## src/pkg/ppfc_pkg.sv

```systemverilog
// Package for the packet flow and pause control block.
// Assumes a single 40 MHz clock domain and byte-wide data paths.
package ppfc_pkg;
  // ----------------------------------------
  // Register map (word index = byte address)
  // ----------------------------------------
  localparam logic [3:0] REG_RX_CTRL = 4'h0;
  localparam logic [3:0] REG_FRAME_TYPE = 4'h1;
  localparam logic [3:0] REG_TIMER_VALUE = 4'h2;
  localparam logic [3:0] REG_REFRESH = 4'h3;
  localparam logic [3:0] REG_HIGH_THR = 4'h4;
  localparam logic [3:0] REG_LOW_THR = 4'h5;
  localparam logic [3:0] REG_STATUS = 4'h6;
  localparam logic [3:0] REG_STATION_LO = 4'h7;
  localparam logic [3:0] REG_STATION_HI = 4'h8;
  localparam int RX_PAUSE_EN_BIT = 7;
  localparam int TX_PAUSE_EN_BIT = 6;
  // ----------------------------------------
  // Frame constants
  // ----------------------------------------
  localparam logic [47:0] CTRL_MCAST_ADDR = 48'h0180C2000001;
  localparam logic [15:0] PAUSE_ETHERTYPE = 16'h8808;
  localparam logic [15:0] PAUSE_OPCODE = 16'h0001;
  localparam int SLOT_BYTES = 64;
  localparam int TX_START_BYTES = 8;
  localparam int MAX_RETRIES = 16;
  localparam int BUF_BYTES = 3072;
  // ----------------------------------------
  // Timing
  // ----------------------------------------
  localparam int CLOCK_MHZ = 40;
  localparam int K1_RECOVERY_US = 10;
  localparam int K1_RECOVERY_CYC = K1_RECOVERY_US * CLOCK_MHZ;
  // Nanoseconds per byte time at 1000/100/10 Mb/s (8 ns, 80 ns, 800 ns)
  localparam int BYTE_NS_1G = 8;
  localparam int BYTE_NS_100M = 80;
  localparam int BYTE_NS_10M = 800;
  localparam int CLK_NS = 1000 / CLOCK_MHZ;
  typedef enum logic [1:0] {SPD_10, SPD_100, SPD_1000} ppfc_speed_t;
  // In-band status toward the controller
  typedef struct packed {
    logic valid;
    logic txOff;
  } ppfc_status_t;
  // Received frame header summary
  typedef struct packed {
    logic [47:0] dest;
    logic [15:0] etherType;
    logic [15:0] opcode;
    logic [15:0] timer;
  } ppfc_hdr_t;
endpackage : ppfc_pkg

```

## src/rtl/ppfc_flow_ctrl.sv

```systemverilog
// Packet path gating and pause flow control of a network connection device.
// Assumes byte strobes from controller link and wire MAC, all on clock.
`timescale 1ns/1ps
`default_nettype none
module ppfc_flow_ctrl
  import ppfc_pkg::*;
#(
  parameter int BUF_DEPTH = BUF_BYTES,
  parameter int K1_CYC = K1_RECOVERY_CYC
)(
  input wire logic clock,
  input wire logic rst_b,
  input wire logic [3:0] regAddr,
  input wire logic [31:0] regWrData,
  input wire logic regWrite,
  input wire logic regRead,
  output logic [31:0] regRdData,
  input wire logic pcieActive,
  input wire logic k1State,
  input wire ppfc_speed_t linkSpeed,
  input wire logic halfDuplex,
  input wire logic txByteIn,
  input wire logic txPktEnd,
  input wire logic ctrlMsgValid,
  input wire logic ctrlPauseReq,
  input wire logic ctrlXonReq,
  input wire logic wireTxDone,
  input wire logic collision,
  input wire logic [4:0] retryCount,
  input wire logic rxActive,
  input wire logic rxByteIn,
  input wire logic rxPktEnd,
  input wire ppfc_hdr_t rxHdr,
  input wire logic rxHdrValid,
  input wire logic fwdDone,
  output logic txStart,
  output logic txHalted,
  output logic txInReady,
  output logic k1Wake,
  output logic fwdStart,
  output logic rxDrop,
  output ppfc_status_t statusMsg,
  output logic pauseSend,
  output logic [15:0] pauseTimerOut
);
  localparam int CW = $clog2(BUF_DEPTH + 1);
  localparam int BYTE_CYC_1G = (BYTE_NS_1G + CLK_NS - 1) / CLK_NS;
  localparam int SLOT_CYC_100 = SLOT_BYTES * BYTE_NS_100M / CLK_NS;
  localparam int SLOT_CYC_10 = SLOT_BYTES * BYTE_NS_10M / CLK_NS;
  localparam int SLOT_CYC_1G = SLOT_BYTES * BYTE_CYC_1G;
  initial if (BUF_DEPTH < TX_START_BYTES || K1_CYC < 1) $error("bad parameters");
  // ----------------------------------------
  // Registers
  // ----------------------------------------
  logic rxPauseEn_r, txPauseEn_r;
  logic [15:0] frameType_r, timerValue_r, refresh_r;
  logic [CW-1:0] highThr_r, lowThr_r;
  logic [47:0] station_r;
  logic [15:0] pauseTimer_r;
  logic [15:0] slotCnt_r;
  logic pausedFlow_r, txOff_r, txOffPending_r, rxInPkt_r, inFwd_r;
  logic [CW-1:0] txLevel_r, rxLevel_r;
  logic [15:0] refreshCnt_r;
  logic smbXoffSent_r;
  logic [15:0] k1Cnt_r;
  logic k1Wait_r;
  // Register writes
  always_ff @(posedge clock or negedge rst_b)
    if (!rst_b)
    begin
      rxPauseEn_r <= 1'b0;
      txPauseEn_r <= 1'b0;
      frameType_r <= 16'h0000;
      timerValue_r <= 16'h0000;
      refresh_r <= 16'h0000;
      highThr_r <= '0;
      lowThr_r <= '0;
      station_r <= 48'h000000000000;
    end
    else if (regWrite)
    begin
      unique case (regAddr)
        REG_RX_CTRL:
        begin
          rxPauseEn_r <= regWrData[RX_PAUSE_EN_BIT];
          txPauseEn_r <= regWrData[TX_PAUSE_EN_BIT];
        end
        REG_FRAME_TYPE: frameType_r <= regWrData[15:0];
        REG_TIMER_VALUE: timerValue_r <= regWrData[15:0];
        REG_REFRESH: refresh_r <= regWrData[15:0];
        REG_HIGH_THR: highThr_r <= regWrData[CW-1:0];
        REG_LOW_THR: lowThr_r <= regWrData[CW-1:0];
        REG_STATION_LO: station_r[31:0] <= regWrData;
        REG_STATION_HI: station_r[47:32] <= regWrData[15:0];
        default: ;
      endcase
    end
  // Read data valid only in the cycle after the strobe; unmapped reads zero
  always_ff @(posedge clock or negedge rst_b)
    if (!rst_b)
      regRdData <= 32'h00000000;
    else if (regRead)
    begin
      unique case (regAddr)
        REG_RX_CTRL: regRdData <= 32'(rxPauseEn_r) << RX_PAUSE_EN_BIT
          | 32'(txPauseEn_r) << TX_PAUSE_EN_BIT;
        REG_FRAME_TYPE: regRdData <= {16'h0000, frameType_r};
        REG_TIMER_VALUE: regRdData <= {16'h0000, timerValue_r};
        REG_REFRESH: regRdData <= {16'h0000, refresh_r};
        REG_HIGH_THR: regRdData <= 32'(highThr_r);
        REG_LOW_THR: regRdData <= 32'(lowThr_r);
        REG_STATUS: regRdData <= {16'h0000, pauseTimer_r} | 32'(pausedFlow_r) << 16
          | 32'(txOff_r) << 17;
        REG_STATION_LO: regRdData <= station_r[31:0];
        REG_STATION_HI: regRdData <= {16'h0000, station_r[47:32]};
        default: regRdData <= 32'h00000000;
      endcase
    end
    else
      regRdData <= 32'h00000000;
  // ----------------------------------------
  // Pause frame reception
  // ----------------------------------------
  logic addrOk, pauseValid, isXoff, isXon;
  assign addrOk = rxHdr.dest == CTRL_MCAST_ADDR || rxHdr.dest == station_r;
  assign pauseValid = rxHdrValid && rxPauseEn_r && addrOk
    && rxHdr.etherType == PAUSE_ETHERTYPE && rxHdr.opcode == PAUSE_OPCODE;
  assign isXoff = pauseValid && rxHdr.timer != 16'h0000;
  assign isXon = pauseValid && rxHdr.timer == 16'h0000;
  logic [15:0] slotLen;
  always_comb
  begin
    unique case (linkSpeed)
      SPD_1000: slotLen = 16'(SLOT_CYC_1G);
      SPD_100: slotLen = 16'(SLOT_CYC_100);
      default: slotLen = 16'(SLOT_CYC_10);
    endcase
  end
  // Pause timer: loaded by XOFF, one count per slot time
  always_ff @(posedge clock or negedge rst_b)
    if (!rst_b)
    begin
      pauseTimer_r <= 16'h0000;
      slotCnt_r <= 16'h0000;
      pausedFlow_r <= 1'b0;
    end
    else if (isXoff)
    begin
      pauseTimer_r <= rxHdr.timer;
      slotCnt_r <= 16'h0000;
      pausedFlow_r <= 1'b1;
    end
    else if (isXon)
    begin
      pauseTimer_r <= 16'h0000;
      pausedFlow_r <= 1'b0;
    end
    else if (pausedFlow_r)
    begin
      if (slotCnt_r + 16'h0001 >= slotLen)
      begin
        slotCnt_r <= 16'h0000;
        pauseTimer_r <= pauseTimer_r - 16'h0001;
        if (pauseTimer_r == 16'h0001)
          pausedFlow_r <= 1'b0;
      end
      else
        slotCnt_r <= slotCnt_r + 16'h0001;
    end
  // ----------------------------------------
  // Transmit gating
  // ----------------------------------------
  logic haltNow, collHold_r;
  assign haltNow = pausedFlow_r || (halfDuplex && rxActive) || collHold_r;
  always_ff @(posedge clock or negedge rst_b)
    if (!rst_b)
      collHold_r <= 1'b0;
    else if (halfDuplex && collision)
      collHold_r <= 1'b1;
    else if (wireTxDone || retryCount >= 5'(MAX_RETRIES))
      collHold_r <= 1'b0;
  always_ff @(posedge clock or negedge rst_b)
    if (!rst_b)
      txHalted <= 1'b0;
    else
      txHalted <= haltNow;
  // Tx buffer level; data keeps flowing in while the wire is halted
  logic txPop;
  assign txPop = txStart && !haltNow && txLevel_r != '0;
  always_ff @(posedge clock or negedge rst_b)
    if (!rst_b)
      txLevel_r <= '0;
    else if (txByteIn && txInReady && !txPop)
      txLevel_r <= txLevel_r + CW'(1);
    else if (txPop && !(txByteIn && txInReady))
      txLevel_r <= txLevel_r - CW'(1);
  always_ff @(posedge clock or negedge rst_b)
    if (!rst_b)
      txInReady <= 1'b0;
    else
      txInReady <= txLevel_r < CW'(BUF_DEPTH - 1);
  // Start threshold: 8 bytes over PCIe, whole packet over SMBus
  always_ff @(posedge clock or negedge rst_b)
    if (!rst_b)
      txStart <= 1'b0;
    else if (wireTxDone)
      txStart <= 1'b0;
    else if (!haltNow && (pcieActive ? txLevel_r >= CW'(TX_START_BYTES) : txPktEnd))
      txStart <= 1'b1;
  // ----------------------------------------
  // In-band status toward the controller
  // ----------------------------------------
  always_ff @(posedge clock or negedge rst_b)
    if (!rst_b)
      rxInPkt_r <= 1'b0;
    else if (rxByteIn)
      rxInPkt_r <= 1'b1;
    else if (rxPktEnd)
      rxInPkt_r <= 1'b0;
  always_ff @(posedge clock or negedge rst_b)
    if (!rst_b)
    begin
      txOff_r <= 1'b0;
      txOffPending_r <= 1'b0;
      statusMsg <= '0;
    end
    else
    begin
      statusMsg.valid <= 1'b0;
      if (haltNow != txOff_r)
        txOffPending_r <= 1'b1;
      // Only in a gap; a change already undone is simply dropped
      if (txOffPending_r && !rxInPkt_r && !inFwd_r)
      begin
        txOffPending_r <= 1'b0;
        if (haltNow != txOff_r)
        begin
          txOff_r <= haltNow;
          statusMsg.valid <= 1'b1;
          statusMsg.txOff <= haltNow;
        end
      end
    end
  // ----------------------------------------
  // Receive path, K1 recovery and forwarding
  // ----------------------------------------
  always_ff @(posedge clock or negedge rst_b)
    if (!rst_b)
      rxLevel_r <= '0;
    else if (rxByteIn && !rxDrop && rxLevel_r < CW'(BUF_DEPTH))
      rxLevel_r <= rxLevel_r + CW'(1);
    else if (fwdDone || rxDrop)
      rxLevel_r <= '0;
  always_ff @(posedge clock or negedge rst_b)
    if (!rst_b)
    begin
      k1Wake <= 1'b0;
      k1Wait_r <= 1'b0;
      k1Cnt_r <= 16'h0000;
      rxDrop <= 1'b0;
    end
    else
    begin
      if (rxByteIn && !rxInPkt_r && pcieActive && k1State)
      begin
        k1Wake <= 1'b1;
        k1Wait_r <= 1'b1;
        k1Cnt_r <= 16'h0000;
      end
      else if (k1Wait_r && !k1State)
      begin
        k1Wake <= 1'b0;
        k1Wait_r <= 1'b0;
      end
      else if (k1Wait_r)
      begin
        k1Cnt_r <= k1Cnt_r + 16'h0001;
        if (k1Cnt_r >= 16'(K1_CYC - 1))
        begin
          rxDrop <= 1'b1;
          k1Wait_r <= 1'b0;
          k1Wake <= 1'b0;
        end
      end
      if (rxPktEnd)
        rxDrop <= 1'b0;
    end
  // Forward at 1G once link is up, otherwise after whole packet
  always_ff @(posedge clock or negedge rst_b)
    if (!rst_b)
    begin
      fwdStart <= 1'b0;
      inFwd_r <= 1'b0;
    end
    else
    begin
      fwdStart <= 1'b0;
      if (fwdDone)
        inFwd_r <= 1'b0;
      else if (!inFwd_r && rxLevel_r != '0 && !rxDrop && !k1Wait_r && !k1State
               && (linkSpeed == SPD_1000 || rxPktEnd))
      begin
        fwdStart <= 1'b1;
        inFwd_r <= 1'b1;
      end
    end
  // ----------------------------------------
  // Pause frame generation
  // ----------------------------------------
  logic [CW:0] fill;
  logic ctrlReqOk;
  assign fill = {1'b0, txLevel_r} + {1'b0, rxLevel_r};
  assign ctrlReqOk = ctrlMsgValid && !rxInPkt_r;
  always_ff @(posedge clock or negedge rst_b)
    if (!rst_b)
    begin
      pauseSend <= 1'b0;
      pauseTimerOut <= 16'h0000;
      smbXoffSent_r <= 1'b0;
      refreshCnt_r <= 16'h0000;
    end
    else
    begin
      pauseSend <= 1'b0;
      if (pcieActive)
      begin
        smbXoffSent_r <= 1'b0;
        if (ctrlReqOk && (ctrlPauseReq || ctrlXonReq))
        begin
          pauseSend <= 1'b1;
          pauseTimerOut <= ctrlPauseReq ? timerValue_r : 16'h0000;
        end
      end
      else if (txPauseEn_r)
      begin
        if (smbXoffSent_r)
          refreshCnt_r <= refreshCnt_r + 16'h0001;
        if (!smbXoffSent_r && fill > {1'b0, highThr_r})
        begin
          pauseSend <= 1'b1;
          pauseTimerOut <= timerValue_r;
          smbXoffSent_r <= 1'b1;
          refreshCnt_r <= 16'h0000;
        end
        else if (smbXoffSent_r && fill < {1'b0, lowThr_r})
        begin
          pauseSend <= 1'b1;
          pauseTimerOut <= 16'h0000;
          smbXoffSent_r <= 1'b0;
        end
        else if (smbXoffSent_r && refreshCnt_r >= refresh_r)
        begin
          pauseSend <= 1'b1;
          pauseTimerOut <= timerValue_r;
          refreshCnt_r <= 16'h0000;
        end
      end
    end
  // ----------------------------------------
  // Checks
  // ----------------------------------------
  xoff_load_a: assert property (@(posedge clock) disable iff (!rst_b)
    isXoff |=> pauseTimer_r == $past(rxHdr.timer) && pausedFlow_r)
    else $error("xoff did not load pause timer");
  xon_resume_a: assert property (@(posedge clock) disable iff (!rst_b)
    isXon |=> !pausedFlow_r)
    else $error("xon did not release pause");
  pause_gate_a: assert property (@(posedge clock) disable iff (!rst_b)
    (rxHdrValid && !rxPauseEn_r && !pausedFlow_r) |=> !pausedFlow_r)
    else $error("pause acted while disabled");
  halt_out_a: assert property (@(posedge clock) disable iff (!rst_b)
    pausedFlow_r |=> txHalted)
    else $error("tx not halted while paused");
  status_gap_a: assert property (@(posedge clock) disable iff (!rst_b)
    statusMsg.valid |-> !$past(rxInPkt_r))
    else $error("status sent inside a packet");
  pcie_pause_a: assert property (@(posedge clock) disable iff (!rst_b)
    (pcieActive && ctrlReqOk && ctrlPauseReq) |=> pauseSend
      && pauseTimerOut == $past(timerValue_r))
    else $error("pause frame not sent on request");
  midpkt_msg_a: assert property (@(posedge clock) disable iff (!rst_b)
    (pcieActive && ctrlMsgValid && rxInPkt_r) |=> !pauseSend)
    else $error("message accepted mid packet");
  k1_drop_a: assert property (@(posedge clock) disable iff (!rst_b)
    (k1Wait_r && k1State && k1Cnt_r == 16'(K1_CYC - 1) && !rxPktEnd) |=> rxDrop)
    else $error("slow recovery did not drop packet");
endmodule : ppfc_flow_ctrl
`default_nettype wire

```

## config.mk

```make
export PLATFORM = sky130hd
export DESIGN_NAME = ppfc_flow_ctrl
export DESIGN_NICKNAME = d
export VERILOG_FILES = /design/src/pkg/ppfc_pkg.sv /design/src/rtl/ppfc_flow_ctrl.sv
export SDC_FILE = /design/constraint.sdc
export NUM_CORES = 1
export LEC_CHECK = 0
export ABC_AREA = 1
export BUFFER_PORTS_ARGS = -buffer_cell sky130_fd_sc_hd__buf_2
export CAP_MARGIN = 20
export CORE_ASPECT_RATIO = 0.75
export CORE_MARGIN = 1
export CORE_UTILIZATION = 48
export DETAILED_ROUTE_END_ITERATION = 6
export PLACE_DENSITY = 0.67
export SETUP_SLACK_MARGIN = 0.2
export SLEW_MARGIN = 5
export SYNTH_ARGS = -nofsm -noshare
export SYNTH_HDL_FRONTEND = slang
export SYNTH_SLANG_ARGS = --single-unit
```

## constraint.sdc

```tcl
create_clock -name clock -period 3.1 [get_ports clock]
set_input_delay 0.62 -clock clock [delete_from_list [all_inputs] [get_ports clock]]
set_output_delay 0.62 -clock clock [all_outputs]
set_load 0.01 [all_outputs]
```

Word level (Yosys, flattened, before mapping)
Cells that the tools add are included.
{ "word_totals": {"register_bits": 274, "inputBits": 158, "out_inout_bits": 57, "elab_cells": 235} }
{ "classes": {"n_bitwise": 4, "reduce_logical": 88, "addsub": 8, "muxes": 72, "n_lt_le_gt_ge": 9, "eq_ne": 21} }
{ "op_table": {"columns": ["op", "n"], "rows": [
  ["two-way mux 16 bit", 22],
  ["one-hot mux 32 bit (9 select lines)", 1],
  ["adder 16 x 1 -> 16 bit, second input constant", 3],
  ["equality test 48 x 41 -> 1 bit, second input constant", 1],
  ["equality test 48 bit", 1],
  ["two-way mux 12 bit", 4],
  ["two-way mux 1 bit", 41],
  ["equality test 16 x 1 -> 1 bit, second input constant", 2],
  [">= comparator 16 bit", 2],
  ["logical AND 1 bit", 32],
  ["two-way mux 32 bit", 1],
  ["AND reduction 2 bit", 15],
  ["adder 12 x 1 -> 12 bit, second input constant", 2],
  ["< comparator 12 bit, second input constant", 2],
  ["one-hot mux 12 bit (2 select lines)", 1],
  ["nonzero test 12 bit", 2],
  ["nonzero test 2 bit", 12],
  ["bitwise OR 17 x 18 -> 18 bit", 1],
  ["bitwise OR 16 x 17 -> 17 bit", 1],
  ["equality test 16 bit, second input constant", 1],
  ["equality test 4 x 3 -> 1 bit, second input constant", 4],
  [">= comparator 16 x 9 -> 1 bit, second input constant", 1],
  ["zero test 16 bit", 1],
  ["nonzero test 16 bit", 1],
  ["25 further kinds", 48]
]} }

Logic depth before layout (Yosys ltp)
Gate-level depths: netlist (run 1).
{ "logic_depth": {"ltp_word": 9, "mapped_depth": 22, "mapped_depth_nobuf": 21} }

Least setup slack after synthesis (run 1)
No wires, ideal clock.
{ "synth_timing": {"path_kind": "register to register", "from": "reg txLevel_r[0]", "to": "reg pauseTimerOut[12]", "arrival_ns": 3.014, "synth_period_minus_slack_ns": 3.131, "stages_incl_launch_ff": 23, "t_required_ns": 2.983, "path_slack_ns": -0.031, "path_buffers": 1, "setup_time_ns": 0.117, "path_cell_list": "dfrtp_1 ha_1 inv_1 fa_1 nand3b_1 nand2_1 a21oi_1 nor2_1 nor2_1 xnor2_1 ha_1 nand2_1 nor2_1 nand4_1 nor2_1 nor2_1 nand2_1 nand3_1 nand2_2 nand2_4 buf_6 nand2_1 nand2_1"} }
{ "synth_between": {"elab_chain_cells": 7, "elab_cells_between_ends": 11, "cone_classes": "add/sub (1); order compare (2); mux (4); reduce/logical (4)"} }
{ "synth_rtl": {"columns": ["item", "line", "text"], "rows": [
  ["start: declaration", "ppfc_flow_ctrl.sv:62", "logic [CW-1:0] txLevel_r, rxLevel_r;"],
  ["start signal: assignment", "ppfc_flow_ctrl.sv:194", "txLevel_r <= txLevel_r + CW'(1);"],
  ["start signal: assignment", "ppfc_flow_ctrl.sv:196", "txLevel_r <= txLevel_r - CW'(1);"],
  ["adder 12 x 12 -> 13 bit (*)", "ppfc_flow_ctrl.sv:312", "assign fill = {1'b0, txLevel_r} + {1'b0, rxLevel_r};"],
  ["< comparator 13 x 12 -> 1 bit", "ppfc_flow_ctrl.sv:345", "else if (smbXoffSent_r && fill < {1'b0, lowThr_r})"],
  ["logical AND 1 bit", "ppfc_flow_ctrl.sv:345", null],
  ["two-way mux 16 bit", "ppfc_flow_ctrl.sv:345", null],
  ["two-way mux 16 bit", "ppfc_flow_ctrl.sv:338", "if (!smbXoffSent_r && fill > {1'b0, highThr_r})"],
  ["two-way mux 16 bit", "ppfc_flow_ctrl.sv:334", "else if (txPauseEn_r)"],
  ["two-way mux 16 bit", "ppfc_flow_ctrl.sv:325", "if (pcieActive)"],
  ["end signal: assignment", "ppfc_flow_ctrl.sv:331", "pauseTimerOut <= ctrlPauseReq ? timerValue_r : 16'h0000;"],
  ["end signal: assignment", "ppfc_flow_ctrl.sv:341", "pauseTimerOut <= timerValue_r;"],
  ["end signal: assignment", "ppfc_flow_ctrl.sv:354", "pauseTimerOut <= timerValue_r;"],
  ["end: declaration", "ppfc_flow_ctrl.sv:44", "output logic [15:0] pauseTimerOut"]
]} }
Every way passes the cells marked *; elsewhere a longest branch is shown, timed or not. The select of a mux whose other input is x is not followed.
A chain may end at the register's enable or synchronous reset.

Final worst setup path (run 1)
{ "layout_timing": {"from": "reg txLevel_r[0]", "to": "reg pauseTimerOut[1]"} }
Same word-level chain as after synthesis.

==> results of run 1 <==
==> final cells by class <==
type                       instances  area (sq um)  area share
antenna                            1         2.502   0.0001250
clock buffer                      39         843.3     0.04213
clock inverter                    15         240.2     0.01200
inverter                         233         887.1     0.04432
multi-input combinational       1429          8508      0.4251
sequential                       274          6857      0.3426
tap                              442         553.0     0.02763
timing repair buffer             333          2125      0.1061
==> worst min path at each step <==
stage          slack [ns]                   startpoint                     endpoint  depth (start not counted)
5_1_grt              0.02                        rst_b    station_r[27]$_DFFE_PN0P_                          1
3_5_place_dp         0.47           k1Wake$_DFFE_PN0P_           k1Wake$_DFFE_PN0P_                          2
3_3_place_gp         0.46  timerValue_r[3]$_DFFE_PN0P_  timerValue_r[3]$_DFFE_PN0P_                          2
4_1_cts             0.007                        rst_b    station_r[27]$_DFFE_PN0P_                          1
2_1_floorplan        0.32                        rst_b       collHold_r$_DFFE_PN0P_                          0
6_report            -0.02                        rst_b      regRdData[27]$_DFF_PN0_                          1
==> registers in the layout (all words and copies together), names as in the netlist, 12 cells and up <==
name,cells
station_r,48
regRdData,32
frameType_r,16
k1Cnt_r,16
pauseTimerOut,16
pauseTimer_r,16
refreshCnt_r,16
refresh_r,16
slotCnt_r,16
timerValue_r,16
highThr_r,12
lowThr_r,12
rxLevel_r,12
txLevel_r,12
==> logic make-up after synthesis <==
logic type / synth area share
compound gates: 0.1212
buf+inv: 0.06995
mux: 0.01135
xor+xnor: 0.05169
flops: 0.4351
simple gates: 0.2469
fa+ha+maj: 0.06368
==> worst max-delay path, cell delays in order (launching register included) <==
cell       delay [ns]
dfrtp_1          0.37
ha_2             0.19
inv_2            0.04
fa_2             0.33
nand3b_1         0.20
nand2_2          0.13
a31oi_1          0.10
xnor2_1          0.17
ha_1             0.33
buf_4            0.11
nand2_1          0.05
nor2_1           0.11
nand2_1          0.07
nand2_1          0.08
nand3_2          0.10
nand2_4          0.12
nand2_4          0.09
clkbuf_16        0.17
a21oi_2          0.20
nand2_2          0.07
nand2_1          0.07
==> per-layer routing <==
| metal | wire length (um) | up-vias |
|---|---|---|
| li1 | - | 7201 |
| met1 | 22130 | 6990 |
| met2 | 20920 | 502 |
| met3 | 4068 | 61 |
| met4 | 1001 | 0 |
| met5 | 0 | - |
==> what timing repair did <==
item | CTS | global route
cloned | 2 | 1
pin swaps | 26 | 38
endpoints found under the setup margin | 43 | 43
setup buffers | 12 | 9
resized for setup | 80 | 96
endpoints found under the hold margin | 0 | 0
==> through the flow <==
stage	setup TNS (ns)	total power [W]	setup WS (ns)
4_1_cts	-0.03418	0.01342	-0.01317
3_3_place_gp	-1.201	0.008899	-0.1394
5_1_grt	-7.273	0.01515	-0.2319
6_report	-0.3937	0.01425	-0.07209
2_1_floorplan	0	0.007291	0.02660
3_5_place_dp	-3.391	0.009038	-0.1789
==> synth_stat cells (6+ instances only) <==
cell / number / area, sq um
a21boi_0: 6 / 45.04
nand2_1: 528 / 1982
a211oi_1: 6 / 45.04
ha_1: 77 / 963.4
dfrtp_1: 274 / 6857
o22ai_1: 19 / 118.9
o21ai_0: 166 / 830.8
xnor2_1: 60 / 525.5
nor2_2: 8 / 50.05
nor2_1: 137 / 514.2
a21oi_1: 87 / 435.4
inv_1: 225 / 844.6
clkbuf_1: 37 / 138.9
nand4_1: 39 / 244.0
a221oi_1: 16 / 140.1
a31oi_1: 12 / 75.07
mux2_2: 15 / 168.9
xor2_1: 33 / 289.0
nor4_1: 25 / 156.4
nand3_1: 105 / 525.5
nor3_1: 26 / 130.1
==> power groups by stage <==
stage	sequential (W)	combinational (W)	clock [W]
after floorplan	0.00471	0.00258	0
after global placement	0.00477	0.00413	0
after detailed placement	0.00478	0.00426	0
after CTS	0.00474	0.00470	0.00398
after global routing	0.00483	0.00618	0.00414
final	0.00476	0.00557	0.00392
==> impl_results.md, run 1 <==
* Hold buffers post-CTS at 0
* Placer Congestion at ~0.93
* VDD IR max at around 0.44 mV
* Initial core utilization at 0.4877
* Pleak at between 9 and 10 nW
* Post-route ant nets at 0
* FMAX at between 0.3 and 0.4 GHz
* Vias per inst at 5.334
* Number of fill cells at 2837
* Actual slew at the worst max-slew pin at between 0.7 and 0.8 ns
* Final core utilization at 0.6195
* Status: finished with violations
* Final period utilization at 1.023
* Detailed-route DRC error count at 0
* Pwr dens at slightly above 700 nW/um^2
* Ys async rst share at 1.000
* RSZ-0062 raised after global routing: true
* Max_cap viols at 0
* Worst EP required at about 3.6 ns
* Synthesized area at approximately 16000 sq um
* Yosys reg bits at around 270
* Worst setup path endpoint: pauseTimerOut[1]$_DFFE_PN0P_
* Post-synth net total at approximately 2200
* Grt met3 use at 0.07476
* Die Y at about 160 um
* Syn Inst Count at around 2000
* Post-synth EDFFs at 0
* Worst EP arrival at ~3.7 ns
* Final min period at 3.172 ns
* Core area at between 30000 and 40000 sq um
* Non-filler cells, final at 2766
* Number of global-route vias before repair at between 10000 and 15000
* Total congestion overflow at 0
* Grt peak-use layer: met2
* First-pass GRT wire length at between 70 and 80 mm
* Sw Ratio at 0.3573
* Commonest non-fill, non-tap cell in the layout: nand2_1
* Register-to-register setup slack at -0.07 ns
* CTS H-tree depth at 1
* Main synth FF type: dfrtp_1
* Hold Vio Cnt, Final at 5
* Initial antenna violation count at 1
* Worst setup SP type: flip-flop
* Most frequent cells in the layout: 510 x nand2_1, 274 x dfrtp_1, 219 x inv_1
* Psw at between 0.005 and 0.006 W
* Slew HR at 0.4997
* Clk buf depth at 3
* R2R depth at 20
* Total global-route track usage at 0.2886
* Worst skew pair latency at ~0.58 ns
* Final WL at 48.12 mm
* Flop pwr share at 0.334
* Final hold slack at -0.01528 ns
* Pins Over Slew Limit at 0
* Vias after detailed routing at between 10000 and 15000
* Post-synth cell types at 55
* PnR worst setup slack at -0.07209 ns
* CP Capture Type: flip-flop
* Clock network power share at 0.275
* Worst-path fanout max at 8
* Met1 usage at 0.4202
* Drt wl/cell at ~17 um
* Die area at 33560 sq um
* Row Count at between 50 and 60
* Comb pwr share at 0.391
* Clock-pin transition on the worst setup and hold timing paths at roughly 0.060 ns
* CTS tree: done
* Placed Cells at 2687
* Final nets at around 2500
* CTS sink cnt at approximately 270
* DR pass1 iterations at 6
* Hold WC Path Type: primary input to async pin
* Crit path from: txLevel_r[0]$_DFFE_PN0P_
* Cts bufs inserted at 29
* Met2 usage at 0.4311
* Mean Syn Cell Area at approximately 7.9 sq um
* Root buffer cell: clkbuf_16
* I/O Buffers at between 200 and 250
* Synth warnings at 0
* Setup violations, final at 20
* Clock Skew at 0.01406 ns
* P_int at around 0.009 W
* Die W at around 210 um
* Fin area at ~20000 sq um
* Layout cells sized above 1 at 0.2320
* Failing checks: negative hold slack, negative setup slack
* Reg2reg end: pauseTimerOut[1]$_DFFE_PN0P_
* Largest net degree at the start of global routing at 69
* Area post-placement at 17970 sq um
* Dpl hpwl at ~36 mm
* 1st-iter DRT viols at 1292
* Syn-to-layout area delta at 27.02%
* IO Count at between 200 and 250
* Post-synthesis sequential area ratio at 0.4351
* FF-to-FF Start: txLevel_r[0]$_DFFE_PN0P_
* Crit Path Category: flip-flop to flip-flop
Note: power is estimated with default switching activity, not from simulation.
==> run 2, diff against run 1 <==
- CELL_PAD_IN_SITES_DETAIL_PLACEMENT: default -> 0
- CELL_PAD_IN_SITES_GLOBAL_PLACEMENT: default -> 1
- CORE_UTILIZATION: 48 -> 39
- PLACE_DENSITY: 0.67 -> 0.73
==> impl_results.md, run 2 (synthesis results as in run 1) <==
* Reg2reg end: pauseTimerOut[3]$_DFFE_PN0P_
* Root buffer cell: clkbuf_16
* 1st-iter DRT viols at 1197 (-7.4%)
* Pwr dens at 703.0 nW/um^2 (-1.3%)
* Pleak at 9.811 nW (-0.82%)
* VDD IR max at 0.4982 mV (+13%)
* Top Registers: station_r x48, regRdData x32
* Clock Skew at 0.02371 ns (+0.009647 ns)
* Final hold slack at 0.2247 ns (+0.2400 ns)
* Syn-to-layout area delta at 25.90%
* First-pass GRT wire length at 76.92 mm (+0.76%)
* Post-route ant nets at 0 (unchanged)
* Detailed-route DRC error count at 13 (+13)
* Core area at 39650 sq um (+23%)
* Area of the multi-input gates at 8267 sq um (-2.8%)
* Dpl hpwl at 37.59 mm (+4.9%)
* Worst Hold Path Cells at 2
* Total congestion overflow at 0 (unchanged)
* Power Total at 0.01395 W (-2.1%)
* Final min period at 3.167 ns (-0.004796 ns)
* Largest net degree at the start of global routing at 77 (+12%)
* Failing checks: design-rule violations, negative setup slack
* Total global-route track usage at 0.2410 (-0.04752)
* Drt wl/cell at 17.38 um (-0.12%)
* Reg with most FFs: station_r
* CP dominant cell by count: nand2_1
* Seq. cell area at 6858 sq um (about the same)
* CTS sink cnt at 274 (unchanged)
* Vias per inst at 5.124 (-3.9%)
* Cts bufs inserted at 30 (+3.4%)
* Commonest non-fill, non-tap cell in the layout: nand2_1
* Hold Vio Cnt, Final at 0 (-5)
* Placer Congestion at 0.8901 (-3.9%)
* DR pass1 iterations at 7 (+1)
* Hold WC Path Type: primary input to flip-flop
* IO Count at 215 (unchanged)
* Layout cells sized above 1 at 0.2184 (-0.01359)
* Slowest cell delay on critical path at 0.36 ns (about the same)
* Worst EP arrival at 3.62 ns (-0.06 ns)
* Crit path cell chain: ha_2, inv_2, fa_2, nand3b_1, nand2_2, a31oi_1, xnor2_1, ha_1, a21oi_1, o21ai_0, nor2_1, nand2_1, nand3_1, nand2_1, nand2_2, nand3_4, nand2_8, nand2_8, nand2_1, nand2_1
* Final core utilization at 0.5004 (-0.1192)
* Worst EP required at 3.56 ns (-0.05 ns)
* I/O Buffers at 210 (unchanged)
* Die W at 234.1 um (+11%)
* R2R depth at 20 (unchanged)
* CTS H-tree depth at 1 (unchanged)
* FF-to-FF Start: txLevel_r[0]$_DFFE_PN0P_
* Fin area at 19840 sq um (-0.88%)
* Initial antenna violation count at 1 (unchanged)
* Actual slew at the worst max-slew pin at 1.202 ns (+0.4531 ns)
* Number of fill cells at 3865 (+36%)
* CTS tree: done
* Die area at 41220 sq um (+23%)
* Vias after detailed routing at 14560 (-1.3%)
* Final WL at 49.38 mm (+2.6%)
* Final period utilization at 1.022 (-0.001547)
* Final nets at 2534 (-0.12%)
* FMAX at 0.3157 GHz (+0.15%)
* Setup violations, final at 30 (+50%)
* RSZ-0062 raised after global routing: true
* PnR worst setup slack at -0.06729 ns (+0.004796 ns)
* Number of global-route vias before repair at 13680 (-4.1%)
* Register-to-register setup slack at -0.07 ns (about the same)
* Critical path's slowest cell: dfrtp_1
* Most frequent cells in the layout: 508 x nand2_1, 273 x dfrtp_1, 220 x inv_1
* Pins Over Slew Limit at 0 (unchanged)
* Worst-path fanout max at 9 (+1)
* Non-filler cells, final at 2842 (+2.7%)
* Placed Cells at 2769 (+3.1%)
* Initial core utilization at 0.3974 (-0.09032)
* Row Count at 63 (+11%)
* Max_cap viols at 0 (unchanged)
* Status: finished with violations
* WHS Endpoint: txStart$_DFFE_PN0P_
* Slew HR at 0.1953 (-0.3044)
* Hold Startpoint: wireTxDone
* Worst skew pair latency at 0.58 ns (about the same)
* Worst setup SP type: flip-flop
* CP Capture Type: flip-flop
* Area post-placement at 18110 sq um (+0.80%)
* Max reg flops at 48 (unchanged)
* Clk buf depth at 3 (unchanged)
* Clock-pin transition on the worst setup and hold timing paths at 0.06 ns (about the same)
* Die Y at 176.1 um (+11%)
* Crit Path Category: flip-flop to flip-flop
[run 2: cell count changes in the layout (fill, tap and decap cells not counted), sizes merged]
cell / before / now
dlygate4sd3: 0 / 1
inv: 229 / 228
clkinvlp: 0 / 2
bufinv: 6 / 5
buf: 332 / 327
clkbuf: 40 / 42
[run 2: worst max path at each step]
stage	startpoint	end	slack, ns	cells after the start
global route	txLevel_r[0]$_DFFE_PN0P_	pauseTimerOut[9]$_DFFE_PN0P_	-0.29	21
detailed placement	txLevel_r[8]$_DFFE_PN0P_	txLevel_r[9]$_DFFE_PN0P_	-0.31	15
CTS	txLevel_r[0]$_DFFE_PN0P_	pauseTimerOut[5]$_DFFE_PN0P_	-0.04	21
floorplan	txLevel_r[0]$_DFFE_PN0P_	pauseTimerOut[12]$_DFFE_PN0P_	0.03	22
global placement	txLevel_r[8]$_DFFE_PN0P_	txLevel_r[9]$_DFFE_PN0P_	-0.35	15
finish	txLevel_r[0]$_DFFE_PN0P_	pauseTimerOut[3]$_DFFE_PN0P_	-0.07	20
[run 2: per-layer routing]
layer	wire, um	global-route usage	vias to the layer above
met1	24810	0.3779	6903
met4	898	0.05032	0
met2	20210	0.3389	413
met3	3460	0.04587	54
met5	0	0	-
li1	-	-	7193
[run 2: worst max-delay path: cells and delay by family (launching register included)]
kind            cells  cell delay, ns
xor+xnor            1            0.27
buf+inv             1            0.04
fa+ha+maj           3            0.81
flops               1            0.36
simple gates       12            1.26
compound gates      3            0.30
[run 2: area by class of cell]
cell class              count  share of cell area
flip-flops and latches    274              0.3457
multi-input cells        1429              0.4167
inverters                 233             0.04434
clock inverters            15             0.01072
well taps                 520             0.03280
diodes                      1           0.0001261
repair buffers            329              0.1051
clock buffers              41             0.04453
[run 2: what timing repair did]
| item | CTS | global route |
|---|---|---|
| gates cloned | 1 | 2 |
| pin swaps | 34 | 13 |
| hold buffers | 1 | 0 |
| endpoints found under the hold margin | 3 | 0 |
| setup buffers | 10 | 2 |
| resized for setup | 87 | 38 |
| setup endpoints to repair | 44 | 43 |
[run 2: power by group]
part / switching, W / internal, W
Clock: 0.00157 / 0.00241
Sequential: 0.000532 / 0.00420
Combinational: 0.00283 / 0.00240
[run 2: metrics by stage]
step                      TNS [ns]  setup slack [ns]
after floorplan                  0           0.02660
after global placement      -4.633           -0.3517
after detailed placement    -5.690           -0.3072
after CTS                  -0.4383          -0.04296
after global routing        -8.576           -0.2923
final                       -1.043          -0.06729
